--- src/shared/mvo_map.svh ---
// Register map, field positions, reset values and timing for the measured-value output.
`ifndef MVO_MAP_SVH
`define MVO_MAP_SVH
// ==========================================================
// Register byte offsets
`define MVO_CTRL_OFS 12'h000
`define MVO_STAT_OFS 12'h004
`define MVO_AXIS_BASE 12'h010
`define MVO_AXIS_STEP 12'h010
// ==========================================================
// Control fields
`define MVO_CTRL_RST 32'h0000_c084
`define MVO_TRIG_BIT 16
`define MVO_INCH_BIT 12
`define MVO_DTG_BIT 13
// ==========================================================
// Axis configuration fields
`define MVO_NEG_BIT 10
`define MVO_ROT_BIT 8
`define MVO_DIA_BIT 9
// ==========================================================
// Characters and timing
`define MVO_CTRL_B 8'h02
`define MVO_CR 8'h0d
`define MVO_LF 8'h0a
`define MVO_CLK_HZ 200000000
`endif

--- src/shared/mvo_pkg.sv ---
// Types shared by the measured-value output core and its serial engine.
package mvo_pkg;
   typedef enum logic [1:0] {PAR_NONE, PAR_EVEN, PAR_ODD, PAR_RSV} mvo_parity_t;
   typedef struct packed {
      logic [3:0] baudSel;
      mvo_parity_t parity;
      logic eightBits;
      logic twoStop;
   } mvo_frame_t;
   typedef enum {ST_IDLE, ST_LETTER, ST_EQ, ST_SIGN, ST_INT, ST_DP, ST_FRAC, ST_UNIT,
      ST_KIND, ST_CR, ST_LF, ST_TAIL} mvo_state_t;
endpackage : mvo_pkg
--- src/core/mvo_serial_out.sv ---
// Measured-value serial output: AXI4-Lite registers, ASCII record framer and serial port.
// ==========================================================
// Behaviour
// (RQ1) Remote switch or received Ctrl B sends all shown positions in current mode.
// (RQ2) Linear record starts with axis letter, equals sign, then plus or minus.
// (RQ3) Linear record has two to seven integer digits, then a decimal point.
// (RQ4) Linear record then has one to six fractional digits.
// (RQ5) Unit follows: space for millimetres, double quote for inches.
// (RQ6) Kind letter R or D, lower case in distance-to-go mode.
// (RQ7) Every record ends with carriage return then line feed.
// (RQ8) Rotary record: letter, equals, sign, four to eight digits, point, zero to four.
// (RQ9) Rotary record: space for unit, then W, lower case in distance-to-go mode.
// (RQ10) Every character sent or received is plain ASCII text.
// (RQ11) Raw character stream; no packets, acknowledgements or retransmission.
// (RQ12) The computer must be capturing before the readout begins sending.
// (RQ13) The computer sends its file only after the readout is ready to receive.
// (RQ14) Rate selectable from 300 to 115200 baud; setting is retained.
// (RQ15) Parity none, even or odd; seven or eight data bits; one or two stops.
// (RQ16) Zero to nine extra carriage returns close a transmission; zero initially.
// (RQ17) Characters are sent only while the far end signals ready.
// (RQ18) Received code 0x02 acts exactly like a remote switch activation.
// (RQ19) Axis records go out whole, one after another, in axis order.
`timescale 1ns/10ps
`include "mvo_map.svh"
module mvo_serial_out #(
   parameter int NUM_AXES = 3,
   parameter int CLK_HZ = `MVO_CLK_HZ
) (
   input wire logic clk, // System clock, 200 MHz.
   input wire logic sys_rst, // Synchronous reset, active high.
   input wire logic [11:0] s_axi_awaddr, // Write address.
   input wire logic s_axi_awvalid, // Write address valid.
   output logic s_axi_awready, // Write address ready.
   input wire logic [31:0] s_axi_wdata, // Write data.
   input wire logic [3:0] s_axi_wstrb, // Write byte enables.
   input wire logic s_axi_wvalid, // Write data valid.
   output logic s_axi_wready, // Write data ready.
   output logic [1:0] s_axi_bresp, // Write response.
   output logic s_axi_bvalid, // Write response valid.
   input wire logic s_axi_bready, // Write response ready.
   input wire logic [11:0] s_axi_araddr, // Read address.
   input wire logic s_axi_arvalid, // Read address valid.
   output logic s_axi_arready, // Read address ready.
   output logic [31:0] s_axi_rdata, // Read data.
   output logic [1:0] s_axi_rresp, // Read response.
   output logic s_axi_rvalid, // Read data valid.
   input wire logic s_axi_rready, // Read data ready.
   input wire logic remoteSwitch, // Remote switch pin, high when closed.
   input wire logic serRxd, // Serial receive pin, idle high.
   input wire logic peerReady, // Far end ready to accept characters.
   output logic serTxd, // Serial transmit pin, idle high.
   output logic rxReady // Readout ready to receive characters.
);
   initial if (NUM_AXES < 1 || NUM_AXES > 3) $error("mvo_serial_out: NUM_AXES must be 1 to 3");
   // ==========================================================
   // Pin synchronisers
   logic [1:0] swSync_ff, rxdSync_ff, rdySync_ff;
   logic swLast_ff;
   always_ff @(posedge clk) begin
      if (sys_rst) begin
         swSync_ff <= 2'b00;
         rxdSync_ff <= 2'b11;
         rdySync_ff <= 2'b00;
         swLast_ff <= 1'b0;
      end else begin
         swSync_ff <= {swSync_ff[0], remoteSwitch};
         rxdSync_ff <= {rxdSync_ff[0], serRxd};
         rdySync_ff <= {rdySync_ff[0], peerReady};
         swLast_ff <= swSync_ff[1];
      end
   end
   // ==========================================================
   // Registers
   logic [31:0] ctrl_ff;
   logic [17:0] axCfg_ff [NUM_AXES];
   logic [31:0] valInt_ff [NUM_AXES];
   logic [23:0] valFrac_ff [NUM_AXES];
   logic rxFault_ff;
   logic [7:0] lastRx_ff, sendCnt_ff;
   mvo_pkg::mvo_frame_t frame;
   assign frame = mvo_pkg::mvo_frame_t'(ctrl_ff[7:0]);
   function automatic logic [31:0] merge(input logic [31:0] old, input logic [31:0] d,
      input logic [3:0] be);
      logic [31:0] r;
      r = old;
      for (int b = 0; b < 4; b++) begin
         if (be[b]) begin
            r[b * 8 +: 8] = d[b * 8 +: 8];
         end
      end
      return r;
   endfunction : merge
   // Returns axis index and field (0 cfg, 1 int, 2 frac) or not mapped.
   function automatic logic decodeAxis(input logic [11:0] a, output int ax, output int fld);
      logic [11:0] rel;
      rel = a - `MVO_AXIS_BASE;
      ax = int'(rel[11:4]);
      fld = int'(rel[3:2]);
      return (a >= `MVO_AXIS_BASE) && (ax < NUM_AXES) && (fld < 3);
   endfunction : decodeAxis
   // ==========================================================
   // AXI4-Lite write channel; address and data may arrive in either order.
   logic awHeld_ff, wHeld_ff;
   logic [11:0] awAddr_ff;
   logic [31:0] wData_ff;
   logic [3:0] wStrb_ff;
   logic doWrite, wrHit, wAx, swTrig, statClear;
   int wAxIdx, wFld;
   assign s_axi_awready = !awHeld_ff && !s_axi_bvalid;
   assign s_axi_wready = !wHeld_ff && !s_axi_bvalid;
   assign doWrite = awHeld_ff && wHeld_ff && !s_axi_bvalid;
   always_comb wAx = decodeAxis(awAddr_ff, wAxIdx, wFld);
   assign wrHit = wAx || awAddr_ff == `MVO_CTRL_OFS || awAddr_ff == `MVO_STAT_OFS;
   assign swTrig = doWrite && awAddr_ff == `MVO_CTRL_OFS && wStrb_ff[2]
      && wData_ff[`MVO_TRIG_BIT];
   assign statClear = doWrite && awAddr_ff == `MVO_STAT_OFS && wStrb_ff[0] && wData_ff[1];
   always_ff @(posedge clk) begin
      if (sys_rst) begin
         awHeld_ff <= 1'b0;
         wHeld_ff <= 1'b0;
         awAddr_ff <= 12'h0;
         wData_ff <= 32'h0;
         wStrb_ff <= 4'h0;
         s_axi_bvalid <= 1'b0;
         s_axi_bresp <= 2'b00;
      end else begin
         if (s_axi_awvalid && s_axi_awready) begin
            awHeld_ff <= 1'b1;
            awAddr_ff <= {s_axi_awaddr[11:2], 2'b00};
         end
         if (s_axi_wvalid && s_axi_wready) begin
            wHeld_ff <= 1'b1;
            wData_ff <= s_axi_wdata;
            wStrb_ff <= s_axi_wstrb;
         end
         if (doWrite) begin
            awHeld_ff <= 1'b0;
            wHeld_ff <= 1'b0;
            s_axi_bvalid <= 1'b1;
            s_axi_bresp <= wrHit ? 2'b00 : 2'b10;
         end else if (s_axi_bready) begin
            s_axi_bvalid <= 1'b0;
         end
      end
   end
   always_ff @(posedge clk) begin
      if (sys_rst) begin
         ctrl_ff <= `MVO_CTRL_RST;
      end else if (doWrite && awAddr_ff == `MVO_CTRL_OFS) begin
         ctrl_ff <= merge(ctrl_ff, wData_ff, wStrb_ff) & 32'h0000_ffff; // RQ14 RQ15 RQ16
      end
   end
   always_ff @(posedge clk) begin
      if (sys_rst) begin
         for (int i = 0; i < NUM_AXES; i++) begin
            axCfg_ff[i] <= 18'h0;
            valInt_ff[i] <= 32'h0;
            valFrac_ff[i] <= 24'h0;
         end
      end else if (doWrite && wAx) begin
         case (wFld)
            0: axCfg_ff[wAxIdx] <= 18'(merge(32'(axCfg_ff[wAxIdx]), wData_ff, wStrb_ff));
            1: valInt_ff[wAxIdx] <= merge(valInt_ff[wAxIdx], wData_ff, wStrb_ff);
            default: valFrac_ff[wAxIdx] <= 24'(merge(32'(valFrac_ff[wAxIdx]), wData_ff,
               wStrb_ff));
         endcase
      end
   end
   // ==========================================================
   // AXI4-Lite read channel
   logic [31:0] rdWord;
   logic rdHit, rAx;
   int rAxIdx, rFld;
   logic busy;
   always_comb rAx = decodeAxis({s_axi_araddr[11:2], 2'b00}, rAxIdx, rFld);
   assign s_axi_arready = !s_axi_rvalid;
   always_comb begin
      rdWord = 32'h0;
      rdHit = 1'b1;
      if (rAx) begin
         case (rFld)
            0: rdWord = 32'(axCfg_ff[rAxIdx]);
            1: rdWord = valInt_ff[rAxIdx];
            default: rdWord = 32'(valFrac_ff[rAxIdx]);
         endcase
      end else if ({s_axi_araddr[11:2], 2'b00} == `MVO_CTRL_OFS) begin
         rdWord = ctrl_ff;
      end else if ({s_axi_araddr[11:2], 2'b00} == `MVO_STAT_OFS) begin
         rdWord = {8'h0, sendCnt_ff, lastRx_ff, 6'h0, rxFault_ff, busy};
      end else begin
         rdHit = 1'b0;
      end
   end
   always_ff @(posedge clk) begin
      if (sys_rst) begin
         s_axi_rvalid <= 1'b0;
         s_axi_rdata <= 32'h0;
         s_axi_rresp <= 2'b00;
      end else if (s_axi_arvalid && s_axi_arready) begin
         s_axi_rvalid <= 1'b1;
         s_axi_rdata <= rdWord;
         s_axi_rresp <= rdHit ? 2'b00 : 2'b10;
      end else if (s_axi_rready) begin
         s_axi_rvalid <= 1'b0;
      end
   end
   // ==========================================================
   // Serial engine
   logic chValid, chReady, rxValid, rxErr;
   logic [7:0] chData, rxData;
   mvo_uart #(.CLK_HZ(CLK_HZ)) uUart (
      .clk(clk),
      .sys_rst(sys_rst),
      .frame(frame),
      .peerReady(rdySync_ff[1]), // RQ17
      .txValid(chValid),
      .txData(chData),
      .txReady(chReady),
      .txd(serTxd),
      .rxd(rxdSync_ff[1]),
      .rxValid(rxValid),
      .rxData(rxData),
      .rxErr(rxErr)
   );
   // The receiver never stalls, so it always reports ready; no flow control is spoken.
   assign rxReady = 1'b1; // RQ11 RQ13
   always_ff @(posedge clk) begin
      if (sys_rst) begin
         lastRx_ff <= 8'h0;
         rxFault_ff <= 1'b0;
      end else begin
         if (rxValid) begin
            lastRx_ff <= rxData;
         end
         // A new fault in the clearing cycle wins over the clear.
         rxFault_ff <= rxErr || (rxFault_ff && !statClear);
      end
   end
   // ==========================================================
   // Record framer
   mvo_pkg::mvo_state_t st_ff;
   logic [1:0] axis_ff;
   logic [3:0] dig_ff, tail_ff;
   logic trigger, fire;
   logic [17:0] cfg;
   logic rot, dtg;
   logic [3:0] nInt, nFrac, nib;
   function automatic logic [3:0] clampDig(input logic [3:0] v, input logic [3:0] lo,
      input logic [3:0] hi);
      return (v < lo) ? lo : (v > hi) ? hi : v;
   endfunction : clampDig
   assign trigger = (swSync_ff[1] && !swLast_ff) || swTrig
      || (rxValid && rxData == `MVO_CTRL_B); // RQ1 RQ18
   assign busy = st_ff != mvo_pkg::ST_IDLE;
   assign cfg = axCfg_ff[axis_ff];
   assign rot = cfg[`MVO_ROT_BIT];
   assign dtg = ctrl_ff[`MVO_DTG_BIT];
   assign nInt = rot ? clampDig(cfg[14:11], 4'h4, 4'h8)
      : clampDig(cfg[14:11], 4'h2, 4'h7); // RQ3 RQ8
   assign nFrac = rot ? clampDig({1'b0, cfg[17:15]}, 4'h0, 4'h4)
      : clampDig({1'b0, cfg[17:15]}, 4'h1, 4'h6); // RQ4 RQ8
   assign nib = (st_ff == mvo_pkg::ST_INT) ? valInt_ff[axis_ff][dig_ff * 4 +: 4]
      : valFrac_ff[axis_ff][(4'h5 - dig_ff) * 4 +: 4];
   assign chValid = busy;
   assign fire = chValid && chReady;
   always_comb begin
      case (st_ff)
         mvo_pkg::ST_LETTER: chData = cfg[7:0]; // RQ2
         mvo_pkg::ST_EQ: chData = 8'h3d; // RQ2
         mvo_pkg::ST_SIGN: chData = cfg[`MVO_NEG_BIT] ? 8'h2d : 8'h2b; // RQ2
         mvo_pkg::ST_INT, mvo_pkg::ST_FRAC: chData = {4'h3, nib}; // RQ10
         mvo_pkg::ST_DP: chData = 8'h2e; // RQ3
         mvo_pkg::ST_UNIT: chData = (!rot && ctrl_ff[`MVO_INCH_BIT]) ? 8'h22 : 8'h20; // RQ5 RQ9
         mvo_pkg::ST_KIND: chData = rot ? (dtg ? 8'h77 : 8'h57) // RQ9
            : cfg[`MVO_DIA_BIT] ? (dtg ? 8'h64 : 8'h44) : (dtg ? 8'h72 : 8'h52); // RQ6
         mvo_pkg::ST_LF: chData = `MVO_LF; // RQ7
         default: chData = `MVO_CR; // RQ7 RQ16
      endcase
   end
   always_ff @(posedge clk) begin
      if (sys_rst) begin
         st_ff <= mvo_pkg::ST_IDLE;
         axis_ff <= 2'h0;
         dig_ff <= 4'h0;
         tail_ff <= 4'h0;
         sendCnt_ff <= 8'h0;
      end else if (!busy) begin
         if (trigger) begin
            st_ff <= mvo_pkg::ST_LETTER; // RQ1
            axis_ff <= 2'h0;
            sendCnt_ff <= sendCnt_ff + 8'h1;
         end
      end else if (fire) begin
         case (st_ff)
            mvo_pkg::ST_LETTER: st_ff <= mvo_pkg::ST_EQ;
            mvo_pkg::ST_EQ: st_ff <= mvo_pkg::ST_SIGN;
            mvo_pkg::ST_SIGN: begin
               st_ff <= mvo_pkg::ST_INT;
               dig_ff <= nInt - 4'h1;
            end
            mvo_pkg::ST_INT: begin
               dig_ff <= dig_ff - 4'h1;
               if (dig_ff == 4'h0) begin
                  st_ff <= mvo_pkg::ST_DP;
               end
            end
            mvo_pkg::ST_DP: begin
               dig_ff <= 4'h0;
               st_ff <= (nFrac == 4'h0) ? mvo_pkg::ST_UNIT : mvo_pkg::ST_FRAC; // RQ8
            end
            mvo_pkg::ST_FRAC: begin
               dig_ff <= dig_ff + 4'h1;
               if (dig_ff == nFrac - 4'h1) begin
                  st_ff <= mvo_pkg::ST_UNIT;
               end
            end
            mvo_pkg::ST_UNIT: st_ff <= mvo_pkg::ST_KIND;
            mvo_pkg::ST_KIND: st_ff <= mvo_pkg::ST_CR;
            mvo_pkg::ST_CR: st_ff <= mvo_pkg::ST_LF;
            mvo_pkg::ST_LF: begin
               if (32'(axis_ff) < NUM_AXES - 1 && axis_ff < ctrl_ff[15:14] - 2'h1) begin
                  axis_ff <= axis_ff + 2'h1; // RQ19
                  st_ff <= mvo_pkg::ST_LETTER;
               end else if (ctrl_ff[11:8] != 4'h0) begin
                  tail_ff <= (ctrl_ff[11:8] > 4'h9) ? 4'h9 : ctrl_ff[11:8]; // RQ16
                  st_ff <= mvo_pkg::ST_TAIL;
               end else begin
                  st_ff <= mvo_pkg::ST_IDLE;
               end
            end
            mvo_pkg::ST_TAIL: begin
               tail_ff <= tail_ff - 4'h1;
               if (tail_ff == 4'h1) begin
                  st_ff <= mvo_pkg::ST_IDLE;
               end
            end
            default: st_ff <= mvo_pkg::ST_IDLE;
         endcase
      end
   end
endmodule : mvo_serial_out

--- src/core/mvo_uart.sv ---
// Asynchronous character transmitter and receiver with selectable framing and rate.
`timescale 1ns/10ps
`include "mvo_map.svh"
module mvo_uart #(
   parameter int CLK_HZ = `MVO_CLK_HZ
) (
   input wire logic clk, // System clock.
   input wire logic sys_rst, // Synchronous reset, active high.
   input wire mvo_pkg::mvo_frame_t frame, // Rate and framing.
   input wire logic peerReady, // Synchronised far-end ready.
   input wire logic txValid, // Character offered.
   input wire logic [7:0] txData, // Character to send.
   output logic txReady, // Character taken when valid.
   output logic txd, // Serial output, idle high.
   input wire logic rxd, // Synchronised serial input.
   output logic rxValid, // One-cycle pulse, character received.
   output logic [7:0] rxData, // Received character.
   output logic rxErr // One-cycle pulse, framing or parity fault.
);
   initial if (CLK_HZ < 2000000) $error("mvo_uart: clock too slow for 115200 baud");
   // ==========================================================
   // Helpers
   function automatic logic [19:0] baudDiv(input logic [3:0] sel);
      int rate;
      case (sel)
         4'h0: rate = 300;
         4'h1: rate = 600;
         4'h2: rate = 1200;
         4'h3: rate = 2400;
         4'h4: rate = 9600;
         4'h5: rate = 19200;
         4'h6: rate = 38400;
         4'h7: rate = 57600;
         default: rate = 115200;
      endcase
      return 20'(CLK_HZ / rate - 1);
   endfunction : baudDiv
   function automatic logic parityOf(input logic [7:0] d, input mvo_pkg::mvo_frame_t f);
      logic p;
      p = f.eightBits ? ^d : ^d[6:0];
      return (f.parity == mvo_pkg::PAR_ODD) ? ~p : p;
   endfunction : parityOf
   logic [19:0] div;
   logic [3:0] nData, frameLen;
   logic hasPar;
   assign div = baudDiv(frame.baudSel);
   assign nData = frame.eightBits ? 4'h8 : 4'h7;
   assign hasPar = (frame.parity == mvo_pkg::PAR_EVEN) || (frame.parity == mvo_pkg::PAR_ODD);
   assign frameLen = 4'(1 + nData + hasPar + (frame.twoStop ? 2 : 1));
   // ==========================================================
   // Transmitter
   logic [11:0] txFrame, txSh_ff;
   logic [3:0] txLeft_ff;
   logic [19:0] txCnt_ff;
   always_comb begin
      txFrame = 12'hfff;
      txFrame[0] = 1'b0;
      for (int i = 0; i < 8; i++) begin
         if (i < nData) begin
            txFrame[i + 1] = txData[i];
         end
      end
      if (hasPar) begin
         txFrame[nData + 1] = parityOf(txData, frame);
      end
   end
   // A frame already started always completes; only the next start waits for the peer.
   assign txReady = (txLeft_ff == 4'h0) && peerReady;
   always_ff @(posedge clk) begin
      if (sys_rst) begin
         txSh_ff <= 12'hfff;
         txLeft_ff <= 4'h0;
         txCnt_ff <= 20'h0;
      end else if (txValid && txReady) begin
         txSh_ff <= txFrame;
         txLeft_ff <= frameLen;
         txCnt_ff <= div;
      end else if (txLeft_ff != 4'h0) begin
         if (txCnt_ff == 20'h0) begin
            txSh_ff <= {1'b1, txSh_ff[11:1]};
            txLeft_ff <= txLeft_ff - 4'h1;
            txCnt_ff <= div;
         end else begin
            txCnt_ff <= txCnt_ff - 20'h1;
         end
      end
   end
   assign txd = (txLeft_ff == 4'h0) ? 1'b1 : txSh_ff[0];
   // ==========================================================
   // Receiver, sampling each bit at its centre
   logic [11:0] rxBits_ff;
   logic [3:0] rxIdx_ff;
   logic [19:0] rxCnt_ff;
   logic rxBusy_ff, rxDone_ff;
   logic [7:0] rxWord;
   always_ff @(posedge clk) begin
      if (sys_rst) begin
         rxBits_ff <= 12'h0;
         rxIdx_ff <= 4'h0;
         rxCnt_ff <= 20'h0;
         rxBusy_ff <= 1'b0;
         rxDone_ff <= 1'b0;
      end else begin
         rxDone_ff <= 1'b0;
         if (!rxBusy_ff) begin
            if (!rxd) begin
               rxBusy_ff <= 1'b1;
               rxIdx_ff <= 4'h0;
               rxCnt_ff <= {1'b0, div[19:1]};
            end
         end else if (rxCnt_ff != 20'h0) begin
            rxCnt_ff <= rxCnt_ff - 20'h1;
         end else begin
            rxBits_ff[rxIdx_ff] <= rxd;
            rxCnt_ff <= div;
            rxIdx_ff <= rxIdx_ff + 4'h1;
            if (rxIdx_ff == frameLen - 4'h1) begin
               rxBusy_ff <= 1'b0;
               rxDone_ff <= 1'b1;
            end
         end
      end
   end
   assign rxWord = frame.eightBits ? rxBits_ff[8:1] : {1'b0, rxBits_ff[7:1]};
   always_ff @(posedge clk) begin
      if (sys_rst) begin
         rxValid <= 1'b0;
         rxErr <= 1'b0;
         rxData <= 8'h0;
      end else begin
         rxValid <= 1'b0;
         rxErr <= 1'b0;
         if (rxDone_ff) begin
            rxData <= rxWord;
            if (rxBits_ff[0] || !rxBits_ff[1 + nData + hasPar]
                  || (hasPar && rxBits_ff[nData + 1] != parityOf(rxWord, frame))) begin
               rxErr <= 1'b1;
            end else begin
               rxValid <= 1'b1;
            end
         end
      end
   end
endmodule : mvo_uart

--- config.mk ---
export PLATFORM = sky130hd
export DESIGN_NAME = mvo_serial_out
export DESIGN_NICKNAME = d
export VERILOG_FILES = /design/src/shared/mvo_pkg.sv /design/src/core/mvo_serial_out.sv /design/src/core/mvo_uart.sv
export VERILOG_INCLUDE_DIRS = /design/src /design/src/shared
export SDC_FILE = /design/constraint.sdc
export NUM_CORES = 2
export LEC_CHECK = 0
export BUFFER_PORTS_ARGS = -buffer_cell sky130_fd_sc_hd__buf_4
export CAP_MARGIN = 20
export CORE_ASPECT_RATIO = 0.5
export CORE_MARGIN = 2
export CORE_UTILIZATION = 45
export DETAILED_ROUTE_END_ITERATION = 16
export HOLD_SLACK_MARGIN = 0.03
export PLACE_DENSITY = 0.62
export SETUP_SLACK_MARGIN = 0.2
export SLEW_MARGIN = 20
export SYNTH_ARGS = -nofsm -noshare
export SYNTH_HDL_FRONTEND = slang
export SYNTH_SLANG_ARGS = --single-unit
export TNS_END_PERCENT = 100
--- constraint.sdc ---
create_clock -name clk -period 98.4 [get_ports clk]
set_input_delay 0 -clock clk [delete_from_list [all_inputs] [get_ports clk]]
set_output_delay 0 -clock clk [all_outputs]
set_load 0.1 [all_outputs]
==> impl_metrics.prom <==
# TYPE chip_impl_metric gauge
chip_impl_info{name="run_status",value="completed"} 1
chip_impl_info{name="cts_tree",value="done"} 1
chip_impl_metric{name="final_period_minus_worst_setup_slack",unit="ps"} 89550
chip_impl_metric{name="ctsResizeCount",unit=""} 0
chip_impl_metric{name="placementRows",unit=""} 84
chip_impl_metric{name="setup_violations",unit=""} 0
chip_impl_info{name="synth_largest_area_cell",value="edfxtp_1"} 1
chip_impl_metric{name="route.detailed.wl_per_inst",unit="µm"} 20.2
chip_impl_metric{name="sequential_fraction_of_the_synthesis_area",unit="%"} 28.3
chip_impl_metric{name="overall_die_width",unit="µm"} 467
chip_impl_info{name="timing.hold.worst_endpoint",value="rxdSync_ff[0]"} 1
chip_impl_metric{name="core_region_area",unit="µm²"} 106000
chip_impl_metric{name="synth-warning-count",unit=""} 0
chip_impl_metric{name="post_route_setup_tns",unit="ps"} 0
chip_impl_info{name="worst_path_max_delay_cell",value="nor2_2"} 1
chip_impl_metric{name="drt_first_pass_iters",unit=""} 6
chip_impl_metric{name="place.gp.congestion",unit=""} 0.904
chip_impl_metric{name="finish.net_count",unit=""} 6108
chip_impl_metric{name="synth_cell_area",unit="µm²"} 48200
chip_impl_metric{name="totalWireLength",unit="µm"} 144000
chip_impl_info{name="synth.top_cells.by_count",value="581 x nand2_1, 538 x nor2_1, 392 x a21oi_1, 347 x ha_1, 327 x o21ai_0"} 1
chip_impl_metric{name="grt_pass1_vias",unit=""} 41697
chip_impl_metric{name="path_max_fanout",unit=""} 49
chip_impl_metric{name="boundaryPins",unit=""} 113
chip_impl_metric{name="clock_latency",unit="ps"} 630
chip_impl_metric{name="first_iter_violations",unit=""} 3559
chip_impl_info{name="hold_path_startpoint",value="serRxd"} 1
chip_impl_metric{name="vias_per_cell",unit=""} 6.10
chip_impl_metric{name="htree_levels",unit=""} 2
chip_impl_metric{name="number_of_antenna_violations_at_the_first_check_in_global_routing",unit=""} 1
chip_impl_metric{name="required",unit="ps"} 98960
chip_impl_metric{name="cp_data_arrival_time",unit="ps"} 90110
chip_impl_metric{name="critPathMaxStageDelay",unit="ps"} 860
chip_impl_metric{name="global_route.overflow_total",unit=""} 0
chip_impl_metric{name="route.vias.total",unit=""} 43632
chip_impl_metric{name="post-route-drc-count",unit=""} 0
chip_impl_metric{name="cts_inserted_buffers",unit=""} 57
chip_impl_metric{name="finalHoldViolCount",unit=""} 0
chip_impl_info{name="postSynth.topFlopCell",value="edfxtp_1"} 1
chip_impl_info{name="clk_root_buffer_cell",value="clkbuf_16"} 1
chip_impl_metric{name="final_area",unit="µm²"} 53300
chip_impl_metric{name="async_reset_ff_share",unit="%"} 0
chip_impl_info{name="category_of_the_most_critical_setup_path",value="reg -> reg"} 1
chip_impl_metric{name="placedInstanceArea",unit="µm²"} 50600
chip_impl_metric{name="synthesis.area_per_instance",unit="µm²"} 8.65
chip_impl_metric{name="postSynthRegisterBits",unit=""} 532
chip_impl_metric{name="fmax",unit="GHz"} 0.0112
chip_impl_metric{name="min_period_over_period",unit="%"} 91.0
chip_impl_info{name="ys_top_cells_by_area",value="edfxtp_1 18%, dfxtp_1 9.8%, ha_1 9.0%"} 1
chip_impl_metric{name="die_y",unit="µm"} 235
chip_impl_metric{name="synth-edff-count",unit=""} 296
chip_impl_info{name="worst_path_most_repeated_cell",value="o21ai_0"} 1
chip_impl_metric{name="initial_core_util",unit="%"} 45.6
chip_impl_metric{name="ys_types",unit=""} 123
chip_impl_metric{name="clock_pin_transition_on_the_worst_setup_and_hold_timing_paths",unit="ps"} 60
chip_impl_metric{name="reg2reg_path_depth",unit=""} 385
chip_impl_metric{name="synthToLayoutAreaGrowth",unit="%"} 10.6
chip_impl_metric{name="post_route_cells_drive_above_1_share",unit="%"} 11.1
chip_impl_metric{name="r2r_slack",unit="ps"} 8850
chip_impl_info{name="synth.most_common_cell",value="nand2_1"} 1
chip_impl_metric{name="place.detailed.hpwl",unit="µm"} 105000
chip_impl_metric{name="drtAntennaViolNets",unit=""} 0
chip_impl_metric{name="synth_largest_type_area_fraction",unit="%"} 18.5
chip_impl_info{name="timing.rr.start",value="ctrl_ff[7]"} 1
chip_impl_metric{name="cts_buffer_depth",unit=""} 3
chip_impl_metric{name="timing.hold.worst_path_depth",unit=""} 3
chip_impl_metric{name="grt_max_degree",unit=""} 115
chip_impl_metric{name="synth_cells",unit=""} 5566
chip_impl_metric{name="fp.dieArea",unit="µm²"} 110000
chip_impl_info{name="hold_path_class",value="in -> reg"} 1
chip_impl_metric{name="grt_first_pass_wirelength",unit="µm"} 227000
chip_impl_metric{name="cts_sink_count",unit=""} 532
chip_impl_metric{name="antennaDiodeCount",unit=""} 0
chip_impl_info{name="critPathCaptureType",value="flop"} 1
chip_impl_metric{name="maxSlewViolCount",unit=""} 0
chip_impl_metric{name="worst_clock_skew",unit="ps"} 34.1
chip_impl_metric{name="drv_cap",unit=""} 0
chip_impl_info{name="cp-start-kind",value="flop"} 1
chip_impl_metric{name="numPortBuffers",unit=""} 105
chip_impl_info{name="timing.rr.end",value="uUart.rxCnt_ff[10]"} 1
chip_impl_metric{name="max_slew.worst_pin.slew",unit="ps"} 1110
chip_impl_metric{name="max_slew_margin",unit="%"} 25.4
chip_impl_info{name="rsz0062_at_grt",value="false"} 1
chip_impl_metric{name="grtUsageTotal",unit="%"} 25.4
-- stage by stage --
stage / utilization (%) / hold WS, ps / cells / setup WS [ps]
4_1_cts: 50.4 / 66.9 / 7151 / 9850
5_1_grt: 50.4 / 109 / 7151 / 852
3_3_place_gp: 47.9 / 185 / 6968 / 11810
3_5_place_dp: 47.9 / 188 / 6968 / 10340
6_report: 50.4 / 106 / 7151 / 8850
2_1_floorplan: - / 100 / 5641 / 20140
-- worst max-delay path: cells and delay by family, from the launching register on --
kind	cells	cell delay, ps
DFF	1	420
muxes	7	2760
xor gates and xnor gates	1	650
and+or+nand+nor	122	25360
buffers and inverters	18	4400
AOI/OAI and AO/OA	207	45420
adders and majority gates	30	10050
-- worst max path at each step --
stage,slack [ps],depth (start not counted),startpoint,to
floorplan,20140,419,ctrl_ff[7],uUart.rxCnt_ff[10]
CTS,9850,385,ctrl_ff[7],uUart.rxCnt_ff[10]
finish,8850,385,ctrl_ff[7],uUart.rxCnt_ff[10]
detailed placement,10340,385,ctrl_ff[7],uUart.rxCnt_ff[10]
global placement,11810,388,flop,uUart.rxCnt_ff[10]
global route,850,389,ctrl_ff[7],uUart.rxCnt_ff[10]
-- state kept, by name, summed over array words and instances, names as in the netlist, 10 cells and up, named ones only --
| name | count |
|---|---|
| valFrac_ff | 96 |
| s_axi_rdata | 32 |
| awAddr_ff | 10 |
| valInt_ff | 128 |
| ctrl_ff | 16 |
| uUart.txCnt_ff | 20 |
| uUart.rxBits_ff | 12 |
| axCfg_ff | 72 |
| uUart.rxCnt_ff | 20 |
| wData_ff | 32 |
| uUart.txSh_ff | 10 |
-- cell type report --
class,count,area [µm²]
timing repair buffer,256,2120
clock inverter,28,253
multi-input combinational,4695,33400
fill,9939,52400
sequential,532,13600
tap,1419,1780
clock buffer,79,1620
inverter,142,533
-- cell usage in the layout, fill, tap and decap left out, types with 23 or more instances in the layout --
cell / count
nand2b_1: 93
a21o_1: 110
xor2_1: 96
nand3_1: 103
a221oi_1: 27
dfxtp_1: 234
nand4_1: 42
o211ai_1: 33
nor3_1: 182
clkbuf_16: 60
xnor2_1: 156
mux4_2: 160
mux2i_1: 84
or3_1: 40
buf_4: 179
o22ai_1: 25
dlygate4sd3_1: 76
a21oi_1: 392
o21ai_0: 326
o21ai_1: 23
o21a_1: 132
or2_2: 28
conb_1: 77
o31ai_1: 79
a31oi_1: 33
ha_1: 346
mux2_2: 88
nor4_1: 38
inv_1: 137
and3_1: 131
nand2_1: 581
edfxtp_1: 296
and2_1: 182
nor2b_1: 45
a211oi_1: 55
nor2_1: 531
-- what timing repair did --
item | CTS | global route
buffers inserted | 0 | 0
hold endpoints to repair | 55 | 0
hold buffers | 76 | 0
-- logic make-up after synthesis --
kind of cell	after synthesis	share of synthesized area (%)
xor+xnor	255	4.67
flops	532	28.3
compound gates	1550	21.4
buf+inv	414	3.30
fa+ha+maj	354	9.30
simple gates	2125	21.7
mux	334	11.3
other cells	2	0.0156
-- layer usage --
metal	GRT usage [%]	vias to the layer above	routed length, µm
met5	0	-	0
met4	6.37	0	3490
met3	2.74	200	8050
met2	43.1	1243	68600
met1	34.4	21133	64000
li1	-	21056	-
Power is left out: the tool's default activity adds up to more than one toggle a clock period on the data nets, which glitch-free logic cannot reach.
